===== src/common/mcsc_pkg.sv =====
// constants, types and helpers of the carrier slot configuration block
//
// Notes on behaviour
// sequential start address: any multiple of 8
// sequential: next locations count up by one
// modulo-8: start multiple of 64, step 8; the start is taken as any multiple of 8 in this mode too
// disabled location keeps slot, never answers
// start address is sum of open weights
// position 8 open A16/A24, closed A16/A32
// slot switch open disables, closed enables
// default required memory: 512 B or 64 KB
// extended window blocked until access bit set
// I/O low 256 bytes, memory upper half
// controller programs twice module memory size
// device type write stores required memory only
// new required memory waits for power-up
// ready clear during storage write, then set
// identifying module sets required memory itself
// per-location trigger register picks TTL lines
// each channel enabled and directed independently
// per-channel inversion of passed level
// several modules may share one line
// line select 0 to 7, default 0
// direction 0 input, 1 output; defaults off
// access bit 0 blocks extended access
// disabled or input channel never drives line
package mcsc_pkg;

  // ---------------------------------------------------------------
  // geometry and timing
  // ---------------------------------------------------------------
  localparam int NUM_LOC      = 6;
  localparam int NUM_TTL      = 8;
  localparam int CLK_PERIOD_NS = 5;
  localparam int NV_WRITE_NS  = 5000;   // storage write busy time
  localparam int NV_WRITE_CYC =
    (NV_WRITE_NS + CLK_PERIOD_NS - 1) / CLK_PERIOD_NS;
  localparam logic [1:0] SETTLE_CYC = 2'h3; // synchroniser fill

  // ---------------------------------------------------------------
  // register offsets
  // ---------------------------------------------------------------
  localparam logic [7:0] OFS_DEVTYPE  = 8'h02;
  localparam logic [7:0] OFS_STATUS   = 8'h04;
  localparam logic [7:0] OFS_OFFSET   = 8'h06;
  localparam logic [7:0] OFS_TRIG     = 8'h0A;
  localparam logic [7:0] OFS_TRIG_ALT = 8'h22;

  // ---------------------------------------------------------------
  // fields and reset values
  // ---------------------------------------------------------------
  localparam int REQMEM_LSB   = 12;
  localparam int STAT_ACCESS  = 15;
  localparam int STAT_READY   = 3;
  localparam logic [15:0] STAT_FIXED = 16'h7FF4; // id, csum, pass
  localparam logic [3:0]  REQMEM_A24_MIN = 4'hE;  // 512 bytes
  localparam logic [3:0]  REQMEM_A32_MIN = 4'hF;  // 64 Kbytes
  localparam logic [11:0] MODEL_CODE = 12'h0A5;   // arbitrary value
  localparam int TRG_STRIDE   = 8;
  localparam int TRG_EN       = 7;
  localparam int TRG_DIR      = 6;
  localparam int TRG_INV      = 5;
  localparam logic [15:0] TRG_WMASK = 16'hE7E7;
  localparam logic [15:0] TRG_RESET = 16'h0000;
  localparam logic [4:0]  WIN_A24_EXP = 5'h17;   // size 2^(23-m)
  localparam logic [4:0]  WIN_A32_EXP = 5'h1F;   // size 2^(31-m)
  localparam logic [31:0] IO_SPAN    = 32'h0000_0100;

  // ---------------------------------------------------------------
  // start-up phases
  // ---------------------------------------------------------------
  typedef enum logic [2:0] {
    PH_SETTLE = 3'h1,
    PH_LOAD   = 3'h2,
    PH_RUN    = 3'h4
  } mcsc_phase_t;

  // logical address of a location from the start address
  function automatic logic [7:0] mcsc_la(input logic [7:0] start,
                                         input logic [2:0] idx,
                                         input logic       mod8);
    if (mod8) begin
      return start + {2'h0, idx, 3'h0};
    end
    return start + {5'h00, idx};
  endfunction : mcsc_la

endpackage : mcsc_pkg


===== src/mcsc_window_decode.sv =====
// window decode of one location in the A24/A32 space
`timescale 1ns/100ps
module mcsc_window_decode (
  input  wire logic [15:0] offset,
  input  wire logic [3:0]  memCode,
  input  wire logic        a32Mode,
  input  wire logic        allow,
  input  wire logic [31:0] addr,
  output logic             hit,
  output logic             isIo,
  output logic             isMem,
  output logic [31:0]      rel
);
  import mcsc_pkg::*;

  logic [4:0]  shamt;
  logic [31:0] size;
  logic [31:0] base;

  // window base and size from offset and required-memory code
  always_comb begin
    shamt = a32Mode ? WIN_A32_EXP - {1'b0, memCode}
                    : WIN_A24_EXP - {1'b0, memCode};
    size  = 32'h0000_0001 << shamt;
    base  = a32Mode ? {offset, 16'h0000} : {8'h00, offset, 8'h00};
    rel   = addr - base;
    hit   = allow && (addr >= base) && (rel < size);
    isIo  = hit && (rel < IO_SPAN);
    isMem = hit && (rel >= (size >> 1));
  end

endmodule : mcsc_window_decode


===== src/mcsc_slot_config.sv =====
// carrier slot configuration: addresses, registers, trigger routing
`timescale 1ns/100ps
module mcsc_slot_config (
  input  wire logic                              sys_clk,
  input  wire logic                              rst,
  input  wire logic [7:0]                        laSwitch,
  input  wire logic                              moduloSelect,
  input  wire logic [mcsc_pkg::NUM_LOC-1:0]      slotSwitch,
  input  wire logic [mcsc_pkg::NUM_LOC-1:0]      identValid,
  input  wire logic [4*mcsc_pkg::NUM_LOC-1:0]    identReqMem,
  input  wire logic [2:0]                        regLoc,
  input  wire logic [7:0]                        regAddr,
  input  wire logic                              regWr,
  input  wire logic                              regRd,
  input  wire logic [15:0]                       regWrData,
  output logic [15:0]                            regRdData,
  output logic                                   regAck,
  input  wire logic [7:0]                        a16Addr,
  output logic [mcsc_pkg::NUM_LOC-1:0]           a16Hit,
  input  wire logic [31:0]                       extAddr,
  output logic [mcsc_pkg::NUM_LOC-1:0]           extHit,
  output logic                                   extIsIo,
  output logic                                   extIsMem,
  output logic [31:0]                            extRel,
  input  wire logic [mcsc_pkg::NUM_TTL-1:0]      ttlTrigIn,
  output logic [mcsc_pkg::NUM_TTL-1:0]           ttlTrigOut,
  output logic [mcsc_pkg::NUM_TTL-1:0]           ttlTrigOe,
  input  wire logic [2*mcsc_pkg::NUM_LOC-1:0]    modTrigOut,
  output logic [2*mcsc_pkg::NUM_LOC-1:0]         modTrigIn,
  output logic                                   nvReady,
  output logic                                   configDone
);
  import mcsc_pkg::*;

  // -----------------------------------------------------------------
  // state
  // -----------------------------------------------------------------
  typedef struct packed {
    logic [7:0]                 laS1;
    logic [7:0]                 laS2;
    logic                       modS1;
    logic                       modS2;
    logic [NUM_LOC-1:0]         slotS1;
    logic [NUM_LOC-1:0]         slotS2;
    logic [NUM_TTL-1:0]         ttlS1;
    logic [NUM_TTL-1:0]         ttlS2;
    logic [2*NUM_LOC-1:0]       toS1;
    logic [2*NUM_LOC-1:0]       toS2;
    mcsc_phase_t                phase;
    logic [1:0]                 settleCnt;
    logic [7:0]                 startLa;
    logic                       mod8;
    logic                       a32;
    logic [NUM_LOC-1:0]         enabled;
    logic [NUM_LOC-1:0][3:0]    nvMem;
    logic [NUM_LOC-1:0][3:0]    actMem;
    logic [NUM_LOC-1:0]         access;
    logic [NUM_LOC-1:0][15:0]   offs;
    logic [NUM_LOC-1:0][15:0]   trig;
    logic [15:0]                nvCnt;
    logic                       ready;
    logic [15:0]                rdData;
    logic                       ack;
    logic [NUM_LOC-1:0]         a16Hit;
    logic [NUM_LOC-1:0]         extHit;
    logic                       extIo;
    logic                       extMem;
    logic [31:0]                extRel;
    logic [NUM_TTL-1:0]         ttlOut;
    logic [NUM_TTL-1:0]         ttlOe;
    logic [2*NUM_LOC-1:0]       trigIn;
  } mcsc_state_t;

  mcsc_state_t stFf;
  mcsc_state_t nxt_st;

  logic [NUM_LOC-1:0]         winHit;
  logic [NUM_LOC-1:0]         winIo;
  logic [NUM_LOC-1:0]         winMem;
  logic [NUM_LOC-1:0][31:0]   winRel;

  // -----------------------------------------------------------------
  // one window decoder per location
  // -----------------------------------------------------------------
  for (genvar g = 0; g < NUM_LOC; g++) begin : gWin
    mcsc_window_decode uWin (
      .offset  (stFf.offs[g]),
      .memCode (stFf.actMem[g]),
      .a32Mode (stFf.a32),
      .allow   (stFf.access[g] && stFf.enabled[g]),
      .addr    (extAddr),
      .hit     (winHit[g]),
      .isIo    (winIo[g]),
      .isMem   (winMem[g]),
      .rel     (winRel[g])
    );
  end

  // -----------------------------------------------------------------
  // next-state logic
  // -----------------------------------------------------------------
  always_comb begin
    logic [7:0] f;
    logic       lvl;
    logic       loc_ok;
    int         li;
    f      = 8'h00;
    lvl    = 1'b0;
    loc_ok = 1'b0;
    li     = 0;
    nxt_st = stFf;

    // two-stage synchronisers on pins
    nxt_st.laS1   = laSwitch;
    nxt_st.laS2   = stFf.laS1;
    nxt_st.modS1  = moduloSelect;
    nxt_st.modS2  = stFf.modS1;
    nxt_st.slotS1 = slotSwitch;
    nxt_st.slotS2 = stFf.slotS1;
    nxt_st.ttlS1  = ttlTrigIn;
    nxt_st.ttlS2  = stFf.ttlS1;
    nxt_st.toS1   = modTrigOut;
    nxt_st.toS2   = stFf.toS1;

    // start-up: wait for syncs, capture switches and memory codes
    unique case (stFf.phase)
      PH_SETTLE: begin
        if (stFf.settleCnt == SETTLE_CYC) begin
          nxt_st.phase = PH_LOAD;
        end else begin
          nxt_st.settleCnt = stFf.settleCnt + 2'h1;
        end
      end
      PH_LOAD: begin
        nxt_st.startLa = {stFf.laS2[0], stFf.laS2[1], stFf.laS2[2],
                          stFf.laS2[3], stFf.laS2[4], 3'h0};
        nxt_st.mod8    = stFf.modS2;
        nxt_st.a32     = ~stFf.laS2[7];
        nxt_st.enabled = ~stFf.slotS2;
        for (int l = 0; l < NUM_LOC; l++) begin
          if (identValid[l]) begin
            nxt_st.nvMem[l] = identReqMem[4*l +: 4];
          end else if (stFf.laS2[7]) begin
            nxt_st.nvMem[l] = REQMEM_A24_MIN;
          end else begin
            nxt_st.nvMem[l] = REQMEM_A32_MIN;
          end
          nxt_st.actMem[l] = nxt_st.nvMem[l];
        end
        nxt_st.phase = PH_RUN;
      end
      PH_RUN: begin
        nxt_st.phase = PH_RUN;
      end
    endcase

    // storage write countdown
    if (stFf.nvCnt != 16'h0000) begin
      nxt_st.nvCnt = stFf.nvCnt - 16'h0001;
    end

    // register access, one answer per strobe
    li     = int'(regLoc);
    loc_ok = (regLoc < 3'(NUM_LOC)) && (stFf.phase == PH_RUN);
    nxt_st.ack    = (regWr || regRd) && (stFf.phase == PH_RUN);
    nxt_st.rdData = 16'h0000;
    if (loc_ok && regWr) begin
      unique case (regAddr)
        OFS_DEVTYPE: begin
          if (stFf.ready) begin
            // model code bits dropped; active code untouched
            nxt_st.nvMem[li] = regWrData[REQMEM_LSB +: 4];
            nxt_st.nvCnt     = 16'(NV_WRITE_CYC);
          end
        end
        OFS_STATUS:   nxt_st.access[li] = regWrData[STAT_ACCESS];
        OFS_OFFSET:   nxt_st.offs[li]   = regWrData;
        OFS_TRIG,
        OFS_TRIG_ALT: nxt_st.trig[li]   = regWrData & TRG_WMASK;
        default: ;
      endcase
    end else if (loc_ok && regRd) begin
      unique case (regAddr)
        OFS_DEVTYPE:  nxt_st.rdData = {stFf.nvMem[li], MODEL_CODE};
        OFS_STATUS: begin
          nxt_st.rdData = STAT_FIXED;
          nxt_st.rdData[STAT_ACCESS] = stFf.access[li];
          nxt_st.rdData[STAT_READY]  = stFf.ready;
        end
        OFS_OFFSET:   nxt_st.rdData = stFf.offs[li];
        OFS_TRIG,
        OFS_TRIG_ALT: nxt_st.rdData = stFf.trig[li];
        default:      nxt_st.rdData = 16'h0000;
      endcase
    end
    nxt_st.ready = (nxt_st.nvCnt == 16'h0000) && (stFf.phase == PH_RUN);

    // A16 decode: disabled locations keep their slot but stay silent
    for (int l = 0; l < NUM_LOC; l++) begin
      nxt_st.a16Hit[l] = (stFf.phase == PH_RUN) && stFf.enabled[l] &&
        (a16Addr == mcsc_la(stFf.startLa, 3'(l), stFf.mod8));
    end

    // extended space decode, lowest hitting location reported
    nxt_st.extHit = winHit;
    nxt_st.extIo  = 1'b0;
    nxt_st.extMem = 1'b0;
    nxt_st.extRel = 32'h0000_0000;
    for (int l = NUM_LOC - 1; l >= 0; l--) begin
      if (winHit[l]) begin
        nxt_st.extIo  = winIo[l];
        nxt_st.extMem = winMem[l];
        nxt_st.extRel = winRel[l];
      end
    end

    // trigger routing; shared lines are or-combined
    nxt_st.ttlOut = '0;
    nxt_st.ttlOe  = '0;
    nxt_st.trigIn = '0;
    for (int c = 0; c < 2 * NUM_LOC; c++) begin
      f = stFf.trig[c / 2][(c % 2) * TRG_STRIDE +: TRG_STRIDE];
      if (f[TRG_EN] && !f[TRG_DIR]) begin
        lvl = stFf.ttlS2[f[2:0]] ^ f[TRG_INV];
        nxt_st.trigIn[c] = lvl;
      end else if (f[TRG_EN] && f[TRG_DIR]) begin
        lvl = stFf.toS2[c] ^ f[TRG_INV];
        nxt_st.ttlOe[f[2:0]]  = 1'b1;
        nxt_st.ttlOut[f[2:0]] = nxt_st.ttlOut[f[2:0]] | lvl;
      end
    end
  end

  // -----------------------------------------------------------------
  // state register
  // -----------------------------------------------------------------
  always_ff @(posedge sys_clk or posedge rst) begin
    if (rst) begin
      stFf       <= '0;
      stFf.phase <= PH_SETTLE;
      for (int l = 0; l < NUM_LOC; l++) begin
        stFf.trig[l] <= TRG_RESET;
      end
    end else begin
      stFf <= nxt_st;
    end
  end

  // outputs straight from the state register
  assign regRdData  = stFf.rdData;
  assign regAck     = stFf.ack;
  assign a16Hit     = stFf.a16Hit;
  assign extHit     = stFf.extHit;
  assign extIsIo    = stFf.extIo;
  assign extIsMem   = stFf.extMem;
  assign extRel     = stFf.extRel;
  assign ttlTrigOut = stFf.ttlOut;
  assign ttlTrigOe  = stFf.ttlOe;
  assign modTrigIn  = stFf.trigIn;
  assign nvReady    = stFf.ready;
  assign configDone = stFf.phase[2]; // one-hot run state bit

  logic devWrOk;
  assign devWrOk = regWr && (regAddr == OFS_DEVTYPE) && stFf.ready &&
                   (regLoc < 3'(NUM_LOC)) && (stFf.phase == PH_RUN);

  // level that channel B of location A must hand to its module
  logic chanBLvl;
  assign chanBLvl = stFf.ttlS2[stFf.trig[0][TRG_STRIDE +: 3]] ^
                    stFf.trig[0][TRG_STRIDE + TRG_INV];
endmodule : mcsc_slot_config


===== config.mk =====
export PLATFORM = sky130hd
export DESIGN_NAME = mcsc_slot_config
export DESIGN_NICKNAME = d
export VERILOG_FILES = /design/src/common/mcsc_pkg.sv /design/src/mcsc_window_decode.sv /design/src/mcsc_slot_config.sv
export SDC_FILE = /design/constraint.sdc
export NUM_CORES = 2
export LEC_CHECK = 0
export BUFFER_PORTS_ARGS = -buffer_cell sky130_fd_sc_hd__buf_4
export CAP_MARGIN = 20
export CORE_UTILIZATION = 30
export CTS_CLUSTER_SIZE = 10
export DETAILED_ROUTE_END_ITERATION = 8
export SKIP_CTS_REPAIR_TIMING = 1
export SYNTH_ARGS = -nofsm -noshare
export SYNTH_HDL_FRONTEND = slang
export SYNTH_SLANG_ARGS = --single-unit
export TNS_END_PERCENT = 50

===== constraint.sdc =====
create_clock -name sys_clk -period 12.4 [get_ports sys_clk]
set_input_delay 0.62 -clock sys_clk [delete_from_list [all_inputs] [get_ports sys_clk]]
set_output_delay 0.62 -clock sys_clk [all_outputs]
set_load 0.01 [all_outputs]

==> out/metrics.yaml <==
run_status:
  outcome: "completed"
final_layout:
  register_area_um2: 10400
  fillCellCount: 13700
  area_delta_synth_final_pct: 11.3
  fraction_of_final_layout_cells_with_drive_strength_greater_than_1_pct: 12.8
  finish.instance_area_um2: 44400
  fin_nets: 5360
  area_used_by_multi_input_combinational_logic_um2: 27600
detailed_routing:
  antenna_violating_nets_post_route: 0
  wl_mm: 165
  drtPass1Iterations: 6
  viasPerCell: 5.80
  drt_iter0_markers: 4006
  vias: 37500
  final_routed_wire_length_divided_by_cell_count_um: 25.5
  drcViolationCount: 0
min_path:
  min_delay_path_depth: 1
  worstHoldStart: "modTrigOut[5]"
  hold_ep: "nxt_st[380]"
  hold_path.class: "in2reg"
sta:
  slew_at_the_pin_closest_to_its_max_slew_limit_ps: 1210
  setup_repair_after_global_routing_missed_its_margin: "false"
  timing.final.crit_period_ps: 9110
  timing_hold_violations_final: 0
  slew_viol_final: 0
  clock.fmax_mhz: 110
  maxSlewHeadroom_pct: 19.3
  skew_ps: 69.3
  setup_viol: 0
  final_setup_tns_ps: 0
  post-route-period-util_pct: 73.4
floorplan:
  die_width_um: 367
  starting_density_of_the_core_pct: 30.3
  ios: 229
  fp-row-count: 133
  design.die.area_um2: 134000
  area_of_the_core_um2: 132000
  die_h_um: 367
global_routing:
  grt_antenna_before_repair: 17
  wire_length_of_the_first_global_routing_pass_mm: 240
  grt_start_max_net_pins: 98
  grt.overflow.total: 0
  grt_util_all_layers_pct: 23.8
  grt_pass1_vias: 35300
yosys:
  commonest_cells_in_the_netlist: "nand2_1, ha_1, dfrtp_1"
  synth.net_count: 5313
  count_of_flip_flops_with_a_built_in_enable_after_synthesis: 0
  ys_async_sr_fraction_pct: 100
  yosysWarnings: 0
  synth_top_area_share_pct: 25.9
  yosysTopAreaCell: "dfrtp_1"
  post_synth_instance_area_um2: 39900
  post_synth_num_cell_types: 113
  synth_area_leaders: "dfrtp_1, ha_1, nand2_1"
  syn_area_per_cell_um2: 8.60
  post-synth-top-count-cell: "nand2_1"
  cells_after_synth: 4639
  ys_seq_area_share_pct: 26.0
  synth_flop_cell: "dfrtp_1"
  postSynthRegisterBits: 414
pwr:
  power-per-cell-area_nw_per_um2: 85.4
  maximum_vdd_drop_mv: 0.0933
  power.total_mw: 3.79
  power.leakage_nw: 18.9
critical_path:
  worst-r2r-setup-slack_ps: 3290
  critical_path.endpoint_type: "flip-flop"
  worst_r2r_endpoint: "extRel[27]"
  timing.setup.critical_path_class: "reg2reg"
  cp_slowest_cell: "o31ai_1"
  crit_arrival_ps: 9660
  crit-reg2reg-launch: "stFf[360]"
  critical_path_required_ps: 12950
  path_max_fanout: 52
  r2r.worst_path.cells: 32
  critical-path-max-stage-delay_ps: 590
  cell_repeated_most_along_the_worst_path: "o21ai_0"
  timing.critical_path.from_type: "flip-flop"
place:
  dp.final_hpwl_mm: 131
  portBuffers: 226
  post_dp_cell_area_um2: 42800
  gp_congestion: 0.989
clock_tree:
  cts_root_buf: "clkbuf_16"
  tritoncts_clock_tree: "done"
  clk_transition_reported_paths_ps: 70
  number_of_clock_sinks_seen_by_cts: 414
  cts_htree_levels: 2
  clock_path_buffers: 3
  worst_skew_pair.late_latency_ps: 680
  numCtsBuffers: 51
flow_run:
  cap_viol_max_count: 0
==> cell type report <==
cell class / count / area share (%)
Multi-Input combinational cell: 3793 / 62.1
Clock inverter: 11 / 0.468
Sequential cell: 414 / 23.4
Antenna cell: 5 / 0.0282
Inverter: 144 / 1.23
Tap cell: 1755 / 4.95
Timing Repair Buffer: 282 / 4.82
Clock buffer: 64 / 3.01
==> kinds of logic after synthesis <==
group / synth area share [%]
xor gates and xnor gates: 3.45
and+or+nand+nor: 20.2
buffers and inverters: 4.96
muxes: 8.59
DFF: 26.0
AOI/OAI and AO/OA: 19.8
adders and majority gates: 17.0
==> registers in the layout, summed over array words and instances (netlist names), 6 cells and up <==
signal,cells
modTrigIn,12
nxt_st,33
regRdData,16
ttlTrigOe,8
extHit,6
a16Hit,6
extRel,32
stFf,288
ttlTrigOut,8
==> critical path: cells and delay by family (launching register included) <==
family / cells / cell delay [ps]
compound gates: 22 / 5320
buf+inv: 3 / 1170
simple gates: 4 / 780
fa+ha+maj: 2 / 750
flops: 1 / 530
xor+xnor: 1 / 380
==> layer usage <==
layer | part of all wire (%) | GRT usage [%]
met1 | 43 | 32.7
met4 | 4.0 | 8.62
met5 | 0.067 | 0
met3 | 9.6 | 5.27
met2 | 43 | 36.3
==> metrics by stage <==
| step | instances | utilization [%] | hold slack [ps] | setup slack, ps |
|---|---|---|---|---|
| after floorplan | 4639 | - | 331 | 260 |
| after global placement | 6380 | 32.5 | 331 | 3670 |
| after detailed placement | 6381 | 32.5 | 335 | 3650 |
| after CTS | 6456 | 33.7 | 3.06 | 3530 |
| after global routing | 6463 | 33.7 | 26.4 | 2660 |
| final | 6468 | 33.7 | 38.3 | 3290 |
==> cells in the final DEF, fill, tap and decap left out, types with 40 or more instances in the layout <==
| cell type | instances |
|---|---|
| nand2_1 | 561 |
| ha_1 | 532 |
| dfrtp_1 | 412 |
| nor2_1 | 345 |
| buf_4 | 279 |
| o21ai_0 | 245 |
| a21oi_1 | 234 |
| mux2_2 | 179 |
| a21o_1 | 162 |
| inv_1 | 138 |
| nor2b_1 | 110 |
| mux2i_1 | 105 |
| nor3_1 | 100 |
| xnor2_1 | 97 |
| nand3_1 | 78 |
| nand4_1 | 77 |
| nand2b_1 | 73 |
| a22oi_1 | 61 |
| xor2_1 | 60 |
| clkbuf_16 | 51 |
| o21a_1 | 50 |
| nor4_1 | 42 |
| o22ai_1 | 40 |
==> power by group <==
part / switching (mW) / internal [mW] / total [mW]
registers: 0.0464 / 1.38 / 1.43
clock network: 0.615 / 0.835 / 1.45
logic: 0.574 / 0.341 / 0.915
total: 1.24 / 2.56 / 3.79
==> how the worst max path moves through the flow <==
stage                         start  slack (ps)          to  depth (start not counted)
final                     stFf[360]        3290  extRel[27]                         32
after global routing      stFf[360]        2660  extRel[27]                         32
after CTS                 stFf[360]        3530  extRel[27]                         32
after detailed placement  stFf[360]        3650  extRel[27]                         32
after global placement    stFf[360]        3670  extRel[27]                         32
after floorplan                 rst         260   a16Hit[0]                          1
Note: power is estimated with default switching activity, not from simulation.
